==> src/logic/resi_defs.vh <==
`ifndef RESI_DEFS_VH
`define RESI_DEFS_VH

// Register byte offsets
`define RESI_OFF_LINKS      12'h200
`define RESI_OFF_IRQ_SET    12'h304
`define RESI_OFF_IRQ_CLR    12'h308
`define RESI_OFF_CK_RESULT  12'h400
`define RESI_OFF_RX_LADDR   12'h408
`define RESI_OFF_RX_CKVAL   12'h40c
`define RESI_OFF_DA_INDEX   12'h410

// Reset values
`define RESI_RST_LINKS      32'h00000000
`define RESI_RST_IRQ_EN     32'h00000000
`define RESI_RST_RX         32'h00000000

// Link bit positions
`define RESI_LK_RAMPUP_BEGIN   0
`define RESI_LK_DONE_PWRDN     1
`define RESI_LK_PWRDN_TXUP     2
`define RESI_LK_PWRDN_RXUP     3
`define RESI_LK_ADDR_SIGBEGIN  4
`define RESI_LK_DONE_BEGIN     5
`define RESI_LK_ADDR_BCBEGIN   6
`define RESI_LK_PWRDN_SIGHALT  8
`define RESI_LK_TXUP_BEGIN     19
`define RESI_LK_RXUP_BEGIN     20
`define RESI_LK_LAST_PWRDN     21
`define RESI_LK_LAST_BEGIN     22
`define RESI_LINKS_MASK        32'h0078017f

// Event bit positions
`define RESI_EV_RAMPUP_DONE   0
`define RESI_EV_ADDR_SEEN     1
`define RESI_EV_PACKET_DONE   3
`define RESI_EV_POWERED_DOWN  4
`define RESI_EV_TX_PATH_UP    21
`define RESI_EV_RX_PATH_UP    22
`define RESI_EV_LAST_AIR_BIT  27
`define RESI_EVENTS_MASK      32'h086034ff

// Result field widths
`define RESI_LADDR_W   3
`define RESI_CKVAL_W   24
`define RESI_DAI_W     3

`endif

==> src/logic/resi_regs.v <==
// Added by the designer: the APB register port.
`timescale 1ns/100ps
`include "resi_defs.vh"

// Function
// - Rampup done fires transfer begin when linked
// - Packet done fires power down when linked
// - Powered down fires tx rampup when linked
// - Powered down fires rx rampup when linked
// - Address seen starts signal sampling when linked
// - Packet done fires transfer begin when linked
// - Address seen starts bit counter when linked
// - Powered down halts signal sampling when linked
// - Tx path up fires transfer begin when linked
// - Rx path up fires transfer begin when linked
// - Last air bit fires power down when linked
// - Last air bit fires transfer begin when linked
// - Clear register disables, reads enables
// - Read-only checksum verdict of last packet
// - Read-only logical address of last packet
// - Read-only captured checksum field
// - Read-only device address match index
module resi_regs (
    input  wire        pclk,
    input  wire        presetn,
    input  wire        psel,
    input  wire        penable,
    input  wire        pwrite,
    input  wire [11:0] paddr,
    input  wire [31:0] pwdata,
    output reg  [31:0] prdata,
    output reg         pready,
    output reg         pslverr,
    input  wire [31:0] event_flags,
    input  wire [31:0] event_pulses,
    input  wire        rx_result_valid,
    input  wire        rx_checksum_good,
    input  wire [2:0]  rx_addr_logical,
    input  wire [23:0] rx_checksum_field,
    input  wire [2:0]  rx_dev_index,
    output reg         transfer_begin_task,
    output reg         power_down_task,
    output reg         tx_rampup_task,
    output reg         rx_rampup_task,
    output reg         signal_level_sample_begin_task,
    output reg         signal_level_sample_halt_task,
    output reg         bit_counter_begin_task,
    output reg         irq
);

    reg  [31:0] event_task_links;
    reg  [31:0] irq_enable;
    reg         checksum_result;
    reg  [2:0]  rx_logical_addr;
    reg  [23:0] rx_checksum_value;
    reg  [2:0]  device_addr_hit_index;
    reg  [31:0] next_rdata;
    reg         next_err;

    wire        wr_fire;
    wire        rd_fire;
    wire [31:0] lk;
    wire [31:0] ev;

    assign wr_fire = psel & penable & pwrite & ~pready;
    assign rd_fire = psel & ~penable;
    assign lk      = event_task_links;
    assign ev      = event_pulses;

    // Read mux and unmapped decode
    always @* begin
        next_rdata = 32'h00000000;
        next_err   = 1'b0;
        case (paddr)
            `RESI_OFF_LINKS:     next_rdata = event_task_links;
            `RESI_OFF_IRQ_SET:   next_rdata = irq_enable;
            `RESI_OFF_IRQ_CLR:   next_rdata = irq_enable;
            `RESI_OFF_CK_RESULT: next_rdata = {31'h00000000, checksum_result};
            `RESI_OFF_RX_LADDR:  next_rdata = {29'h00000000, rx_logical_addr};
            `RESI_OFF_RX_CKVAL:  next_rdata = {8'h00, rx_checksum_value};
            `RESI_OFF_DA_INDEX:  next_rdata = {29'h00000000, device_addr_hit_index};
            default:             next_err   = 1'b1;
        endcase
    end

    // APB handshake: one wait state, answer on second access cycle
    always @(posedge pclk or negedge presetn) begin
        if (!presetn) begin
            pready  <= 1'b0;
            pslverr <= 1'b0;
            prdata  <= 32'h00000000;
        end else begin
            pready  <= psel & penable & ~pready;
            pslverr <= psel & penable & ~pready & next_err;
            if (rd_fire && !pwrite) begin
                prdata <= next_rdata;
            end
        end
    end

    // Writable registers
    always @(posedge pclk or negedge presetn) begin
        if (!presetn) begin
            event_task_links <= `RESI_RST_LINKS;
            irq_enable       <= `RESI_RST_IRQ_EN;
        end else if (wr_fire) begin
            if (paddr == `RESI_OFF_LINKS) begin
                event_task_links <= pwdata & `RESI_LINKS_MASK;
            end
            if (paddr == `RESI_OFF_IRQ_SET) begin
                irq_enable <= irq_enable | (pwdata & `RESI_EVENTS_MASK);
            end
            if (paddr == `RESI_OFF_IRQ_CLR) begin
                irq_enable <= irq_enable & ~(pwdata & `RESI_EVENTS_MASK);
            end
        end
    end

    // Receive results captured at end of packet
    always @(posedge pclk or negedge presetn) begin
        if (!presetn) begin
            checksum_result       <= 1'b0;
            rx_logical_addr       <= 3'h0;
            rx_checksum_value     <= 24'h000000;
            device_addr_hit_index <= 3'h0;
        end else if (rx_result_valid) begin
            checksum_result       <= rx_checksum_good;
            rx_logical_addr       <= rx_addr_logical;
            rx_checksum_value     <= rx_checksum_field;
            device_addr_hit_index <= rx_dev_index;
        end
    end

    // Shortcut task pulses, one cycle after the event
    always @(posedge pclk or negedge presetn) begin
        if (!presetn) begin
            transfer_begin_task            <= 1'b0;
            power_down_task                <= 1'b0;
            tx_rampup_task                 <= 1'b0;
            rx_rampup_task                 <= 1'b0;
            signal_level_sample_begin_task <= 1'b0;
            signal_level_sample_halt_task  <= 1'b0;
            bit_counter_begin_task         <= 1'b0;
            irq                            <= 1'b0;
        end else begin
            transfer_begin_task <=
                (lk[`RESI_LK_RAMPUP_BEGIN] & ev[`RESI_EV_RAMPUP_DONE])
              | (lk[`RESI_LK_DONE_BEGIN]   & ev[`RESI_EV_PACKET_DONE])
              | (lk[`RESI_LK_TXUP_BEGIN]   & ev[`RESI_EV_TX_PATH_UP])
              | (lk[`RESI_LK_RXUP_BEGIN]   & ev[`RESI_EV_RX_PATH_UP])
              | (lk[`RESI_LK_LAST_BEGIN]   & ev[`RESI_EV_LAST_AIR_BIT]);
            power_down_task <=
                (lk[`RESI_LK_DONE_PWRDN]   & ev[`RESI_EV_PACKET_DONE])
              | (lk[`RESI_LK_LAST_PWRDN]   & ev[`RESI_EV_LAST_AIR_BIT]);
            tx_rampup_task <= lk[`RESI_LK_PWRDN_TXUP] & ev[`RESI_EV_POWERED_DOWN];
            rx_rampup_task <= lk[`RESI_LK_PWRDN_RXUP] & ev[`RESI_EV_POWERED_DOWN];
            signal_level_sample_begin_task <=
                lk[`RESI_LK_ADDR_SIGBEGIN] & ev[`RESI_EV_ADDR_SEEN];
            bit_counter_begin_task <=
                lk[`RESI_LK_ADDR_BCBEGIN] & ev[`RESI_EV_ADDR_SEEN];
            signal_level_sample_halt_task <=
                lk[`RESI_LK_PWRDN_SIGHALT] & ev[`RESI_EV_POWERED_DOWN];
            irq <= |(event_flags & irq_enable);
        end
    end

endmodule // resi_regs

==> config.mk <==
export PLATFORM = sky130hd
export DESIGN_NAME = resi_regs
export DESIGN_NICKNAME = d
export VERILOG_FILES = /design/src/logic/resi_regs.v
export VERILOG_INCLUDE_DIRS = /design/src /design/src/logic
export SDC_FILE = /design/constraint.sdc
export NUM_CORES = 1
export LEC_CHECK = 0
export BUFFER_PORTS_ARGS = -buffer_cell sky130_fd_sc_hd__buf_2
export CAP_MARGIN = 20
export CELL_PAD_IN_SITES_DETAIL_PLACEMENT = 1
export CELL_PAD_IN_SITES_GLOBAL_PLACEMENT = 1
export CORE_MARGIN = 3
export CORE_UTILIZATION = 32
export CTS_CLUSTER_SIZE = 12
export DETAILED_ROUTE_END_ITERATION = 10
export PLACE_DENSITY_LB_ADDON = 0.1
export SLEW_MARGIN = 20
export SYNTH_ARGS = -nofsm -noshare
export SYNTH_HDL_FRONTEND = slang
export SYNTH_SLANG_ARGS = --single-unit
export TNS_END_PERCENT = 30
==> constraint.sdc <==
create_clock -name pclk -period 1.3 [get_ports pclk]
set_input_delay 0.13 -clock pclk [delete_from_list [all_inputs] [get_ports pclk]]
set_output_delay 0.13 -clock pclk [all_outputs]
set_load 0.05 [all_outputs]
After elaboration in Yosys (flattened, before gate mapping)
Index checks and enable logic that the tools add are counted.
{"block": "totals", "reg_bits": 117, "input_bits": 145, "output_inout_bits": 42, "elab_cells": 65}
{"block": "classes", "eq_ne": 7, "muxes": 4, "bitwise_logic": 29, "reduce_logical": 8}
{"cell": "case mux 32 bit (6 select lines)", "n": 1}
{"cell": "bitwise AND 32 bit", "n": 2}
{"cell": "2-to-1 mux 32 bit", "n": 2}
{"cell": "equality test 12 x 11 -> 1 bit, second input constant", "n": 4}
{"cell": "equality test 12 x 10 -> 1 bit, second input constant", "n": 3}
{"cell": "NOT 28 -> 32 bit", "n": 1}
{"cell": "bitwise OR 32 x 28 -> 32 bit", "n": 1}
{"cell": "OR reduction 32 bit", "n": 1}
{"cell": "bitwise AND 1 bit", "n": 18}
{"cell": "OR reduction 7 bit", "n": 1}
{"cell": "bitwise OR 1 bit", "n": 5}
{"cell": "AND reduction 2 bit", "n": 2}
{"cell": "NOT 1 bit", "n": 2}
{"cell": "nonzero test 2 bit", "n": 1}
{"cell": "OR reduction 2 bit", "n": 1}
{"cell": "logical AND 1 bit", "n": 1}
{"cell": "zero test 1 bit", "n": 1}
{"cell": "2-to-1 mux 1 bit", "n": 1}

Logic depth before layout (Yosys ltp)
{"block": "logic_depth", "ltp_word": 5, "mapped_depth": 9, "mapped_depth_nobuf": 5}

Least setup slack after synthesis
Ideal clock, no wire load.
{"block": "synth_path", "path_type": "input port to flip-flop", "start": "input paddr[1]", "end": "register event_task_links[19]", "setup_ps": 127, "t_arrival_ps": 1686, "required_ps": 1173, "path_slack_ps": -514, "stages": 7, "n_path_buf": 2, "path_cell_list": "or3_4 -> nor4_4 -> and2_1 -> buf_4 -> and3_4 -> buf_12 -> mux2_1"}
{"block": "synth_between", "elab_chain_cells": 2}
{"item": "start, declared", "line": "resi_regs.v:29", "rtl": "input wire [11:0] paddr,"}
{"item": "equality test 12 x 10 -> 1 bit"}
{"item": "AND reduction 2 bit (no source line)"}
{"item": "end signal, assigned", "line": "resi_regs.v:104", "rtl": "event_task_links <= `RESI_RST_LINKS;"}
{"item": "end signal, assigned", "line": "resi_regs.v:108", "rtl": "event_task_links <= pwdata & `RESI_LINKS_MASK;"}
{"item": "end, declared", "line": "resi_regs.v:51", "rtl": "reg [31:0] event_task_links;"}
No other way between the ends.
A chain may end at the register's enable or synchronous reset.

==> results by stage <==
Power and ir drop:
- Of the total power, the share spent switching nets is 0.2687.
- In this run the power spent charging and discharging nets is 0.001926 W.
- Cell internal power was estimated by the tool at 0.005243 W.
- Of the total power, registers draw 0.440.
- The leakage component of the power is 2.919 nW.
- The worst-case vdd ir drop is 521.9 uV.
- The completed layout was analyzed and its total power is 0.007169 W.
- The part of the total power dissipated in combinational logic is 0.148.
- Of the total power, the clock network draws 0.412.
- In this run the power density over the cells is 1220 nW/um^2.

STA:
- Setup repair after global routing could not meet its margin everywhere.
- The final critical path time including I/O delays and setup is roughly 1.4 ns.
- The max-slew violation count is 0.
- The final clock skew is 0.004857 ns.
- The final clock period utilization by the worst path is 1.101.
- The setup slack of the critical path after layout is -0.1316 ns.
- Setup violations remaining at the end of the flow were counted as 36.
- The timing-limited maximum frequency is 698.5 MHz.
- The hold violation total from the final report was 0.

Logic synthesis:
- The total of flip-flops plus latches after synthesis is 92.
- The synthesized instance count is approximately 330.
- The async set-or-reset flop fraction in the synthesized netlist is 1.000.
- The count of different cell masters after synthesis is 35.
- The post-synthesis instance area is 4065 sq um.
- For this run, the register share of the synthesized area comes to 0.5663.
- The average instance area after synthesis is 12.39 sq um.
- In this run, synthesis inferred 0 flip-flops with an integrated enable.
- The total of warnings raised by yosys is 0.
- Sorting the synthesized cells by area gives the leading types as dfrtp_1 57%, mux2_2 11%, a221oi_1 3.9%, mux2_1 3.6%, nand2_1 3.5%.
- The dominant cell type by area after synthesis is dfrtp_1.
- The share of synthesized area in the top cell type comes to 0.5663.
- For this run, the leading register cell type out of synthesis is dfrtp_1.

Layout:
- In the final design database the tool counted 644 nets.
- Excluding fillers, the count of instances in the completed layout stands at 672.
- 0 antenna diodes ended up in the layout.
- After routing the design area is 5876 sq um.
- From synthesis to final layout, the design area changed by 44.54%.
- In the final layout, the share of cells above drive strength 1 is 0.5496.

Routing:
- In the routed design, unresolved DRC markers number 0.
- Dividing the detail-routed wire length by the instance count gives approximately 19 um.
- Detailed routing inserted a total of between 3000 and 4000 vias.
- Once detail routing completed, the nets flagged for antenna violations numbered 0.
- The detailed-route vias per instance is 4.845.
- The iteration-0 DRC count of the detailed router is 137.
- For this run, the detailed router's first-pass iteration total came to 4.
- The total wire length after detailed routing is roughly 13 mm.

Setup path:
- The worst setup path is captured at a register.
- Across all register-to-register paths, the minimum setup slack is -0.13 ns.
- The top fanout value on the critical path is 7.
- The data arrival at the endpoint of the critical path is 1.66 ns.
- The start-to-end type of the worst setup path is register to register.
- The required time of the critical path is approximately 1.5 ns.
- The worst setup path is launched from a register.

Global route:
- In the global route stage, overall resource usage came out at 0.1753.
- The number of global-route vias before repair is 3508.
- The wire length of the first global-routing pass is 18.94 mm.
- The largest net degree at the start of global routing is 32.
- Summed over all layers, the global routing overflow is 0.
- The initial antenna violation count is 0.

Place:
- The placed instances occupy a cell area of 5114 sq um.
- Buffers placed on the I/O ports in this run total 121.
- The global placer's final weighted congestion is 0.7867.
- The cell count after placement is between 600 and 700.
- Before CTS, the worst setup slack after placement is -0.5514 ns.
- The detailed placer's ending HPWL is 8.938 mm.

Floorplanning:
- The initial cell density of the core is 0.3329.
- The area of the core is between 10000 and 15000 sq um.
- The floorplan step set the die height to between 100 and 150 um.
- The full die area is 14090 sq um.
- The count of pins on the block boundary is 187.
- The die outline width is 118.7 um.
- The number of standard-cell rows in the floorplan is 40.

Clock tree:
- The H-tree generated during clock tree synthesis spans 3 levels.
- The maximum buffer depth of the clock tree is 2.
- Clock tree synthesis selected as its root buffer the cell clkbuf_16.
- Clock tree synthesis found a total of 92 sinks.
- Clock latency on the worst-skew pair, taken at its later pin, is about 0.35 ns.
- Counting the buffers created by CTS gives 9.
- The clock-pin slew reported for the worst setup and hold paths after clock tree synthesis is 0.06 ns.
- TritonCTS built the clock tree.

Worst hold path:
- The path type of the worst min-delay path is input pin to register.

Status:
- The final reports fail on negative setup slack.
- The run finished, with violations left.

Flow run:
- Across the run, the number of max-cap violations was 0.
what timing repair did:
item	in CTS	in global routing
hold buffers	10	0
setup buffers	2	6
hold endpoints to repair	35	0
resized for setup	19	22
setup endpoints to repair	52	53
gates cloned	1	3
pin swaps	8	21
metrics by stage:
step                      setup TNS, ns    util  hold WS (ns)
after floorplan                  -14.17       -       -0.1656
after global placement           -23.19  0.4188        0.1070
after detailed placement         -25.66  0.4188        0.1117
after CTS                        -3.826  0.4624     0.0003156
after global routing             -5.345  0.4811      0.004864
final                            -2.791  0.4811       0.01026
power groups by stage:
stage	clock network, W	logic [W]	registers, W
final	0.00295	0.00106	0.00316
after global routing	0.00313	0.00114	0.00318
after CTS	0.00302	0.00105	0.00315
after detailed placement	0	0.00102	0.00320
after global placement	0	0.00100	0.00319
after floorplan	0	0.000320	0.00345
placed cells by master, fill, tap and decap left out, types with 2 or more instances in the layout:
master / instances
a22oi_2: 2
a211oi_1: 2
a22o_1: 12
buf_12: 5
mux2_1: 2
and4_4: 2
nor2_1: 32
conb_1: 7
nand3_2: 3
buf_6: 4
a221oi_2: 5
and3_4: 3
nand4_1: 3
buf_2: 119
clkbuf_8: 2
bufinv_16: 2
a22oi_1: 3
nand2_2: 5
buf_4: 40
nand3_1: 6
a221oi_1: 12
mux2_2: 38
mux2_4: 20
and2_1: 7
dfrtp_1: 91
dlygate4sd3_1: 10
clkbuf_16: 12
nand2_1: 32
synth_stat cells, types with 2 or more instances:
cell and n:
nor4b_1 2, and2_1 8, nand3_1 9, buf_4 11, buf_2 4, a22o_1 12
and4_1 2, mux2_2 40, nand2_1 38, a211oi_1 3, clkbuf_1 6, buf_1 5
nor4_1 2, mux2_4 7, nor2_1 33, a22oi_1 5, mux2_1 13, dfrtp_1 92
nand4_1 3, a221oi_1 18
area by class of cell:
| class | count | area (sq um) |
|---|---|---|
| Tap cell | 168 | 210.2 |
| Clock inverter | 5 | 82.58 |
| Clock buffer | 11 | 252.7 |
| Fill cell | 1359 | 6336 |
| Sequential cell | 92 | 2303 |
| Multi-Input combinational cell | 215 | 1810 |
| Timing Repair Buffer | 181 | 1216 |
cells by family after synthesis:
logic type	Yosys count	synth area share
and+or+nand+nor	106	0.1305
buffers and inverters	28	0.04309
AOI/OAI and AO/OA	39	0.08187
other	1	0.0009225
xor gates and xnor gates	1	0.002155
DFF	92	0.5663
muxes	61	0.1751
per-layer routing:
layer,track usage,vias to the layer above,part of all wire
li1,-,1511,-
met4,0.07531,0,0.019
met2,0.2920,84,0.50
met5,0,-,0
met1,0.2209,1646,0.44
met3,0.03541,15,0.043
final timing paths:
| kind | startpoint | endpoint | cells past startpoint |
|---|---|---|---|
| max in group asynchronous | presetn | rx_checksum_value[11] | 3 |
| hold reg to reg | prdata[15] | prdata[15] | 2 |
| hold / removal | event_pulses[21] | transfer_begin_task | 3 |
| min in group asynchronous | presetn | asynchronous set/reset pin | 2 |
| setup / recovery | pready | register | 5 |
| setup reg to reg | pready | register | 5 |
critical path, stage by stage, from the launching register on:
cell	delay [ns]
dfrtp_2	0.43
nor2_4	0.10
and4_4	0.27
buf_12	0.14
nand2_1	0.07
mux2_4	0.30
(Power assumes the default switching activity.)
